===== src/common/burst_regs.svh =====
`ifndef BURST_REGS_SVH
`define BURST_REGS_SVH
// ==========================================
// register byte offsets
`define ADDR_SUPPLY_CTRL 8'h00
`define ADDR_DEV_CTRL_THIRD 8'h04
`define ADDR_FLIGHT_CONFIG 8'h08
`define ADDR_BURST_PULSE 8'h0C
`define ADDR_DEVICE_STATUS 8'h10
// ==========================================
// supply control fields
`define SUP_TARGET_LSB 0
`define SUP_CURRENT_LSB 4
`define SUP_REG_OFF_BIT 8
`define SUP_LISTEN_DIS_BIT 9
`define SUP_RECHARGE_BIT 10
`define SUP_CTRL_RESET 32'h0000_0100
// ==========================================
// control, config and status fields
`define MODE_LSB 0
`define TOF_CMD_BIT 0
`define PULSE_LSB 0
`define STAT_READY_BIT 0
`define STAT_CHARGE_BIT 1
`define STAT_ENABLED_BIT 2
`define STAT_ACTIVE_BIT 3
`define STAT_LISTEN_STOP_BIT 4
// ==========================================
// timing
`define MCLK_PERIOD_NS 5
`define OVERLAP_LIMIT_NS 50
`define OVERLAP_CYCLES ((`OVERLAP_LIMIT_NS + `MCLK_PERIOD_NS - 1) / `MCLK_PERIOD_NS)
`endif


===== src/common/burst_pkg.sv =====
package burst_pkg;
   // ==========================================
   // sequencer states
   typedef enum logic [1:0] {
      BST_IDLE,
      BST_ENABLED,
      BST_ACTIVE
   } burst_state_t;

   // ==========================================
   // synchroniser state
   typedef struct packed {
      logic meta;
      logic sync;
      logic prev;
   } sync_state_t;

   // ==========================================
   // whole sequencer state
   typedef struct packed {
      logic waitreq;
      logic [31:0] rdata;
      logic [3:0] tgt;
      logic [3:0] cur;
      logic hi_z;
      logic lst_dis;
      logic rech;
      logic rech_prev;
      logic [1:0] mode;
      logic cmd;
      logic cmd_prev;
      logic [7:0] pulses;
      logic [7:0] cnt;
      logic [7:0] ovl;
      burst_state_t bst;
      logic lst_stop;
      logic chg;
      logic out_a;
      logic out_b;
   } seq_state_t;
endpackage


===== src/verilog/ultrasonic_burst_sequencer.sv =====
// Functional notes
// - stop charging once supply reaches target
// - target level and charge current from fields
// - regulation off at reset; software clears
// - listen disable stops charging after burst
// - recharge request restarts stopped charging
// - status shows supply ready flag
// - recharge still set keeps charging after burst
// - regulation off ignores listen and recharge
// - mode field selects burst excitation mode
// - enable first, start on next falling edge
// - mode 0 enabled by command trigger bit
// - modes 0/1 count second pin fall intervals
// - mode 0 ends on count or trigger cleared
// - mode 0 rearms on trigger low then high
// - outputs follow both pins after start
// - mode 1 enabled by first pin falling
// - mode 1 rearms on first pin low-high-low
// - mode 2 enable either fall, start first
// - mode 2 overlap ends burst and disables
// - mode 2 ignores pulse count
// - zero count bursts until end signalled
//
// The address map and register access over Avalon-MM were chosen for this implementation.
`timescale 1ns/100ps
`include "burst_regs.svh"
module ultrasonic_burst_sequencer #(
   parameter int OVERLAP_CYCLES = `OVERLAP_CYCLES
) (
   input wire logic mclk,
   input wire logic rst,
   input wire logic [7:0] avs_address,
   input wire logic avs_read,
   input wire logic avs_write,
   input wire logic [31:0] avs_writedata,
   input wire logic [3:0] avs_byteenable,
   output logic [31:0] avs_readdata,
   output logic avs_waitrequest,
   input wire logic first_control_pin,
   input wire logic second_control_pin,
   input wire logic supply_at_level,
   output logic driver_output_a,
   output logic driver_output_b,
   output logic supply_charge_enable,
   output logic [3:0] supply_target_level,
   output logic [3:0] supply_charge_current
);
   localparam logic [7:0] OVL_LIMIT = 8'(OVERLAP_CYCLES);

   burst_pkg::seq_state_t st_r;
   burst_pkg::seq_state_t st_nxt;

   logic p1_lvl;
   logic p1_rise;
   logic p1_fall;
   logic p2_lvl;
   logic p2_fall;
   logic lvl_ok;

   // ==========================================
   // pin synchronisers
   pin_sync_edge u_sync_p1 (
      .mclk(mclk),
      .rst(rst),
      .din(first_control_pin),
      .level(p1_lvl),
      .rise(p1_rise),
      .fall(p1_fall)
   );

   pin_sync_edge u_sync_p2 (
      .mclk(mclk),
      .rst(rst),
      .din(second_control_pin),
      .level(p2_lvl),
      .rise(),
      .fall(p2_fall)
   );

   pin_sync_edge u_sync_lvl (
      .mclk(mclk),
      .rst(rst),
      .din(supply_at_level),
      .level(lvl_ok),
      .rise(),
      .fall()
   );

   // ==========================================
   // register read decode
   function automatic logic [31:0] reg_read(
      input logic [7:0] addr,
      input burst_pkg::seq_state_t s,
      input logic ok
   );
      logic [31:0] d;
      d = 32'h0000_0000;
      unique case (addr)
         `ADDR_SUPPLY_CTRL: begin
            d[`SUP_TARGET_LSB +: 4] = s.tgt;
            d[`SUP_CURRENT_LSB +: 4] = s.cur;
            d[`SUP_REG_OFF_BIT] = s.hi_z;
            d[`SUP_LISTEN_DIS_BIT] = s.lst_dis;
            d[`SUP_RECHARGE_BIT] = s.rech;
         end
         `ADDR_DEV_CTRL_THIRD: begin
            d[`MODE_LSB +: 2] = s.mode;
         end
         `ADDR_FLIGHT_CONFIG: begin
            d[`TOF_CMD_BIT] = s.cmd;
         end
         `ADDR_BURST_PULSE: begin
            d[`PULSE_LSB +: 8] = s.pulses;
         end
         `ADDR_DEVICE_STATUS: begin
            d[`STAT_READY_BIT] = ~s.hi_z & ok;
            d[`STAT_CHARGE_BIT] = s.chg;
            d[`STAT_ENABLED_BIT] = (s.bst == burst_pkg::BST_ENABLED);
            d[`STAT_ACTIVE_BIT] = (s.bst == burst_pkg::BST_ACTIVE);
            d[`STAT_LISTEN_STOP_BIT] = s.lst_stop;
         end
         default: begin
            d = 32'h0000_0000;
         end
      endcase
      return d;
   endfunction

   // ==========================================
   // next-state logic
   always_comb begin
      logic req;
      logic wr_lo;
      logic wr_hi;
      logic cmd_rise;
      logic rech_rise;
      logic in_burst;
      logic ovl_hit;
      logic done;
      logic last;
      req = 1'b0;
      wr_lo = 1'b0;
      wr_hi = 1'b0;
      cmd_rise = 1'b0;
      rech_rise = 1'b0;
      in_burst = 1'b0;
      ovl_hit = 1'b0;
      done = 1'b0;
      last = 1'b0;
      st_nxt = st_r;

      // bus slave: take a request while waitrequest is high, answer next cycle
      req = (avs_read | avs_write) & st_r.waitreq;
      st_nxt.waitreq = ~req;
      if (req && avs_read) begin
         st_nxt.rdata = reg_read(avs_address, st_r, lvl_ok);
      end
      wr_lo = req & avs_write & avs_byteenable[0];
      wr_hi = req & avs_write & avs_byteenable[1];
      if (wr_lo) begin
         unique case (avs_address)
            `ADDR_SUPPLY_CTRL: begin
               st_nxt.tgt = avs_writedata[`SUP_TARGET_LSB +: 4];
               st_nxt.cur = avs_writedata[`SUP_CURRENT_LSB +: 4];
            end
            `ADDR_DEV_CTRL_THIRD: begin
               st_nxt.mode = avs_writedata[`MODE_LSB +: 2];
            end
            `ADDR_FLIGHT_CONFIG: begin
               st_nxt.cmd = avs_writedata[`TOF_CMD_BIT];
            end
            `ADDR_BURST_PULSE: begin
               st_nxt.pulses = avs_writedata[`PULSE_LSB +: 8];
            end
            default: begin
               st_nxt.cmd = st_r.cmd;
            end
         endcase
      end
      if (wr_hi && avs_address == `ADDR_SUPPLY_CTRL) begin
         st_nxt.hi_z = avs_writedata[`SUP_REG_OFF_BIT];
         st_nxt.lst_dis = avs_writedata[`SUP_LISTEN_DIS_BIT];
         st_nxt.rech = avs_writedata[`SUP_RECHARGE_BIT];
      end

      // trigger bit histories for edge detection
      st_nxt.cmd_prev = st_r.cmd;
      st_nxt.rech_prev = st_r.rech;
      cmd_rise = st_r.cmd & ~st_r.cmd_prev;
      rech_rise = st_r.rech & ~st_r.rech_prev;

      // mode 2 overlap timer, both pins high during a burst
      in_burst = (st_r.bst != burst_pkg::BST_IDLE);
      if (st_r.mode == 2'd2 && in_burst && p1_lvl && p2_lvl) begin
         st_nxt.ovl = st_r.ovl + 8'h01;
      end else begin
         st_nxt.ovl = 8'h00;
      end
      ovl_hit = (st_r.mode == 2'd2) && in_burst && p1_lvl && p2_lvl &&
                (st_r.ovl + 8'h01 >= OVL_LIMIT);

      // last counted interval; zero count never ends on its own
      last = p2_fall && (st_r.pulses != 8'h00) &&
             (st_r.cnt + 8'h01 == st_r.pulses);

      // burst sequencer
      unique case (st_r.bst)
         burst_pkg::BST_IDLE: begin
            st_nxt.cnt = 8'h00;
            unique case (st_r.mode)
               2'd0: begin
                  if (cmd_rise) begin
                     st_nxt.bst = burst_pkg::BST_ENABLED;
                  end
               end
               2'd1: begin
                  if (p1_fall) begin
                     st_nxt.bst = burst_pkg::BST_ENABLED;
                  end
               end
               2'd2: begin
                  if (p1_fall || p2_fall) begin
                     st_nxt.bst = burst_pkg::BST_ENABLED;
                  end
               end
               default: begin
                  st_nxt.bst = burst_pkg::BST_IDLE;
               end
            endcase
         end
         burst_pkg::BST_ENABLED: begin
            st_nxt.cnt = 8'h00;
            unique case (st_r.mode)
               2'd0: begin
                  if (!st_r.cmd) begin
                     st_nxt.bst = burst_pkg::BST_IDLE;
                  end else if (p2_fall) begin
                     st_nxt.bst = burst_pkg::BST_ACTIVE;
                  end
               end
               2'd1: begin
                  if (p1_rise) begin
                     st_nxt.bst = burst_pkg::BST_IDLE;
                  end else if (p2_fall) begin
                     st_nxt.bst = burst_pkg::BST_ACTIVE;
                  end
               end
               2'd2: begin
                  if (ovl_hit) begin
                     st_nxt.bst = burst_pkg::BST_IDLE;
                  end else if (p1_fall) begin
                     st_nxt.bst = burst_pkg::BST_ACTIVE;
                  end
               end
               default: begin
                  st_nxt.bst = burst_pkg::BST_IDLE;
               end
            endcase
         end
         burst_pkg::BST_ACTIVE: begin
            if (p2_fall) begin
               st_nxt.cnt = st_r.cnt + 8'h01;
            end
            unique case (st_r.mode)
               2'd0: begin
                  done = !st_r.cmd || last;
               end
               2'd1: begin
                  done = p1_rise || last;
               end
               2'd2: begin
                  done = ovl_hit;
               end
               default: begin
                  done = 1'b1;
               end
            endcase
            if (done) begin
               st_nxt.bst = burst_pkg::BST_IDLE;
            end
         end
      endcase

      // drivers follow the synchronised pins only while active
      if (st_nxt.bst == burst_pkg::BST_ACTIVE) begin
         st_nxt.out_a = p1_lvl & ~p2_lvl;
         st_nxt.out_b = p2_lvl & ~p1_lvl;
      end else begin
         st_nxt.out_a = 1'b0;
         st_nxt.out_b = 1'b0;
      end

      // listen-mode charge stop; a same-cycle recharge wins, since recharge high blocks the set
      if (st_r.hi_z) begin
         st_nxt.lst_stop = 1'b0;
      end else if (done && st_r.lst_dis && !st_r.rech) begin
         st_nxt.lst_stop = 1'b1;
      end else if (rech_rise) begin
         st_nxt.lst_stop = 1'b0;
      end

      // charge current on until the monitor sees the target level
      st_nxt.chg = ~st_r.hi_z & ~st_nxt.lst_stop & ~lvl_ok;
   end

   // ==========================================
   // state register
   always_ff @(posedge mclk or posedge rst) begin
      if (rst) begin
         st_r <= '{
            waitreq: 1'b1,
            rdata: 32'h0000_0000,
            tgt: 4'h0,
            cur: 4'h0,
            hi_z: 1'b1,
            lst_dis: 1'b0,
            rech: 1'b0,
            rech_prev: 1'b0,
            mode: 2'h0,
            cmd: 1'b0,
            cmd_prev: 1'b0,
            pulses: 8'h00,
            cnt: 8'h00,
            ovl: 8'h00,
            bst: burst_pkg::BST_IDLE,
            lst_stop: 1'b0,
            chg: 1'b0,
            out_a: 1'b0,
            out_b: 1'b0
         };
      end else begin
         st_r <= st_nxt;
      end
   end

   // ==========================================
   // outputs, all from the state register
   assign avs_readdata = st_r.rdata;
   assign avs_waitrequest = st_r.waitreq;
   assign driver_output_a = st_r.out_a;
   assign driver_output_b = st_r.out_b;
   assign supply_charge_enable = st_r.chg;
   assign supply_target_level = st_r.tgt;
   assign supply_charge_current = st_r.cur;
endmodule


===== src/verilog/pin_sync_edge.sv =====
`timescale 1ns/100ps
module pin_sync_edge (
   input wire logic mclk,
   input wire logic rst,
   input wire logic din,
   output logic level,
   output logic rise,
   output logic fall
);
   burst_pkg::sync_state_t st_r;
   burst_pkg::sync_state_t st_nxt;

   // ==========================================
   // two-stage synchroniser and edge history
   always_comb begin
      st_nxt = st_r;
      st_nxt.meta = din;
      st_nxt.sync = st_r.meta;
      st_nxt.prev = st_r.sync;
   end

   // pins idle high (pull-ups), so reset to high avoids a false fall
   always_ff @(posedge mclk or posedge rst) begin
      if (rst) begin
         st_r <= 3'b111;
      end else begin
         st_r <= st_nxt;
      end
   end

   // edges look only at the second stage and its history
   assign level = st_r.sync;
   assign rise = st_r.sync & ~st_r.prev;
   assign fall = ~st_r.sync & st_r.prev;
endmodule


===== config.mk =====
export PLATFORM = sky130hd
export DESIGN_NAME = ultrasonic_burst_sequencer
export DESIGN_NICKNAME = d
export VERILOG_FILES = /design/src/common/burst_pkg.sv /design/src/verilog/ultrasonic_burst_sequencer.sv /design/src/verilog/pin_sync_edge.sv
export VERILOG_INCLUDE_DIRS = /design/src /design/src/common
export SDC_FILE = /design/constraint.sdc
export NUM_CORES = 1
export LEC_CHECK = 0
export BUFFER_PORTS_ARGS = -buffer_cell sky130_fd_sc_hd__buf_4
export CAP_MARGIN = 30
export CORE_ASPECT_RATIO = 0.8
export CORE_MARGIN = 2
export CORE_UTILIZATION = 48
export DETAILED_ROUTE_END_ITERATION = 8
export PLACE_DENSITY_LB_ADDON = 0.25
export SYNTH_ARGS = -nofsm -noshare
export SYNTH_HDL_FRONTEND = slang
export SYNTH_SLANG_ARGS = --single-unit

===== constraint.sdc =====
create_clock -name mclk -period 2.15 [get_ports mclk]
set_input_delay 0.1075 -clock mclk [delete_from_list [all_inputs] [get_ports mclk]]
set_output_delay 0.1075 -clock mclk [all_outputs]
set_load 0.05 [all_outputs]

==> reports/metrics.csv <==
metric;value;unit
status;finished, violations left;
failing checks;negative setup slack;
leakage;2.162;nW
Seq cells post-synth;66;
CP required;2380;ps
core area;7357;um^2
die footprint;8280;um^2
worst-path fanout max;6;
post-detailed-route count of antenna-violating nets;0;
number of flops mapped to enable cells by yosys;0;
CTS tree;yes;
root buf cell;clkbuf_8;
largest net degree at the start of global routing;42;
Power Total;0.003193;W
relative slew slack;54.15;%
Cell variety after synth;57;
Achievable Freq;448.0;MHz
Post-Synthesis Cells;349;
width of the die;101.2;um
final hold violations;0;
Final Max Tran Viols;0;
Worst-Margin Slew;686.0;ps
GR Overflow Total;0;
Seq/Total Area, Yosys;45.83;%
most common cell after layout, fill and taps aside;buf_4;
Placer Congestion;0.8645;
DR vias/cell;5.233;
MaxCap Viol Count;0;
Crit. End Element;register;
routed len/inst;15.27;um
final WL;8140;um
endpoints failing setup;4;
Tot GR Track Use;20.51;%
RSZ-0062 raised after global routing;yes;
CTS Buffer Depth;2;
Startpoint Class;register;
Final Skew;9.968;ps
ys async rst share;100.0;%
initial antenna violation count;0;
fin crit period;2232;ps
I/O Pins;95;
Clock Sinks;66;
layout cell share with drive strength beyond 1;35.44;%
via count;2789;
Peak VDD IR;463.6;uV
1st-iter DRT viols;123;
CTS buffer count;9;
hold slack;17.17;ps
I/O Buffers;50;
Non-Filler Instances;533;
CP Class;register to register;
vias in the first global route;2728;
period utilisation layout;103.8;%
DRC;0;
Mapped Area;3631;um^2
DR pass1 iterations;4;
number of diodes;0;
Top FF cell, synth;dfrtp_1;
H-tree levels;3;
Final #Nets;495;
area grow syn2layout;30.91;%
first-pass GRT wire length;13040;um
crit path setup slack, layout;-82.03;ps
die height;81.79;um
Yosys warning total;0;
placed cells;496;
Syn Area/Cell;10.40;um^2
pre-CTS setup slack;-156.6;ps
pwr/cell area;671.8;nW/um^2
Cell Area, Placed;4144;um^2
crit path DAT;2460;ps
Starting Density;49.35;%
CTS clock-pin slew for the worst setup and hold paths;80;ps
most frequent cells in the layout;buf_4, dfrtp_1, nand2_1, conb_1, mux2_1;
Row Count;28;
Worst Hold Class;input port to register;
clk_lat worst skew;340;ps
detailed placer's ending HPWL;5738;um
fill count;587;
Finished Cell Area;4753;um^2
==> per-stage QoR <==
step | setup TNS (ps) | utilization (%)
after floorplan | 0 | -
after global placement | -228.2 | 56.33
after detailed placement | -402.8 | 56.33
after CTS | -113.6 | 63.13
after global routing | -819.5 | 64.61
final | -228.3 | 64.61
==> worst paths after layout <==
path / cells past startpoint / slack, ps / from / to
max: 8 / -80 / st_r[15] / supply_charge_enable
min: 2 / 20 / avs_writedata[0] / supply_target_level[0]
min in group asynchronous: 3 / 370 / rst / supply_target_level[0]
max reg2reg: 8 / -80 / st_r[15] / supply_charge_enable
max in group asynchronous: 4 / 1100 / rst / u_sync_p2.st_r[0]
min reg2reg: 0 / 360 / u_sync_p1.st_nxt[1] / u_sync_p1.level
==> sequential cells by signal, summed over array words and instances (netlist names), 2 cells and up <==
name and flops:
st_r 33, supply_charge_current 4, supply_target_level 4, avs_readdata 11, st_nxt 2
==> Yosys cell counts (all sizes together), types with 2 or more instances <==
master / number / share of area [%]
nor3b: 3 / 0.62
or3: 4 / 0.69
nor4b: 3 / 1.1
and4: 3 / 0.79
nand3: 11 / 1.7
a2111oi: 3 / 1.6
nand2: 35 / 3.8
mux2: 24 / 7.4
and2: 9 / 1.6
buf: 43 / 8.8
nor2: 13 / 1.4
inv: 13 / 1.3
and3: 3 / 0.52
mux2i: 2 / 0.55
xor2: 9 / 2.2
a21oi: 11 / 1.5
nand4: 2 / 0.34
dfstp: 10 / 7.2
nor2b: 4 / 0.69
ha: 6 / 2.1
xnor2: 10 / 2.4
o21ai: 25 / 3.7
a22oi: 7 / 1.4
nor3: 7 / 0.96
clkbuf: 5 / 0.52
a21boi: 3 / 0.62
a31oi: 2 / 0.34
nor4: 5 / 1.4
dfrtp: 56 / 39
o22ai: 2 / 0.34
a21o: 2 / 0.41
==> repair_timing <==
action | in CTS | in global routing
pin swaps | 7 | 11
endpoints found under the hold margin | 36 | 0
setup buffers | 3 | 2
resized for setup | 17 | 16
hold buffers | 16 | 0
endpoints found under the setup margin | 4 | 6
==> area by class of cell <==
class / instances / area (um^2) / share of cell area [%]
multi-input cells: 242 / 1846 / 38.83
flip-flops and latches: 66 / 1665 / 35.04
repair buffers: 106 / 863.3 / 18.16
clock buffers: 10 / 127.6 / 2.685
well taps: 90 / 112.6 / 2.369
clock inverters: 6 / 90.09 / 1.895
inverters: 13 / 48.80 / 1.027
==> kinds of logic after synthesis <==
kind of cell	synth area share, %
AOI/OAI and AO/OA	12.10
xor gates and xnor gates	4.583
adders and majority gates	2.067
buffers and inverters	10.61
DFF	45.83
muxes	7.994
other	0.1033
and+or+nand+nor	16.71
==> worst max-delay path: stages, from the launching register on <==
cell       delay, ps
dfrtp_1          420
buf_6            140
nand3_4          100
nor3_2           220
xnor2_1          190
o2111ai_2        180
o21ai_2          200
or4b_4           500
and3_4           180
==> power by group <==
part / switching, W / internal, W / total [W] / leakage [nW]
logic: 0.000436 / 0.000298 / 0.000734 / 1.18
clock network: 0.000485 / 0.000657 / 0.00114 / 0.107
registers: 0.0000288 / 0.00129 / 0.00132 / 0.871
total: 0.000950 / 0.00224 / 0.00319 / 2.16
==> layer usage <==
metal	routed length (um)	track usage, %	vias to the layer above	part of all wire [%]
li1	-	-	1343	-
met3	417	5.617	8	5.1
met1	3579	26.67	1359	44
met4	96	7.568	0	1.2
met2	4046	33.05	79	50
met5	0	0	-	0
No activity file was read; power rests on OpenSTA's default activity.
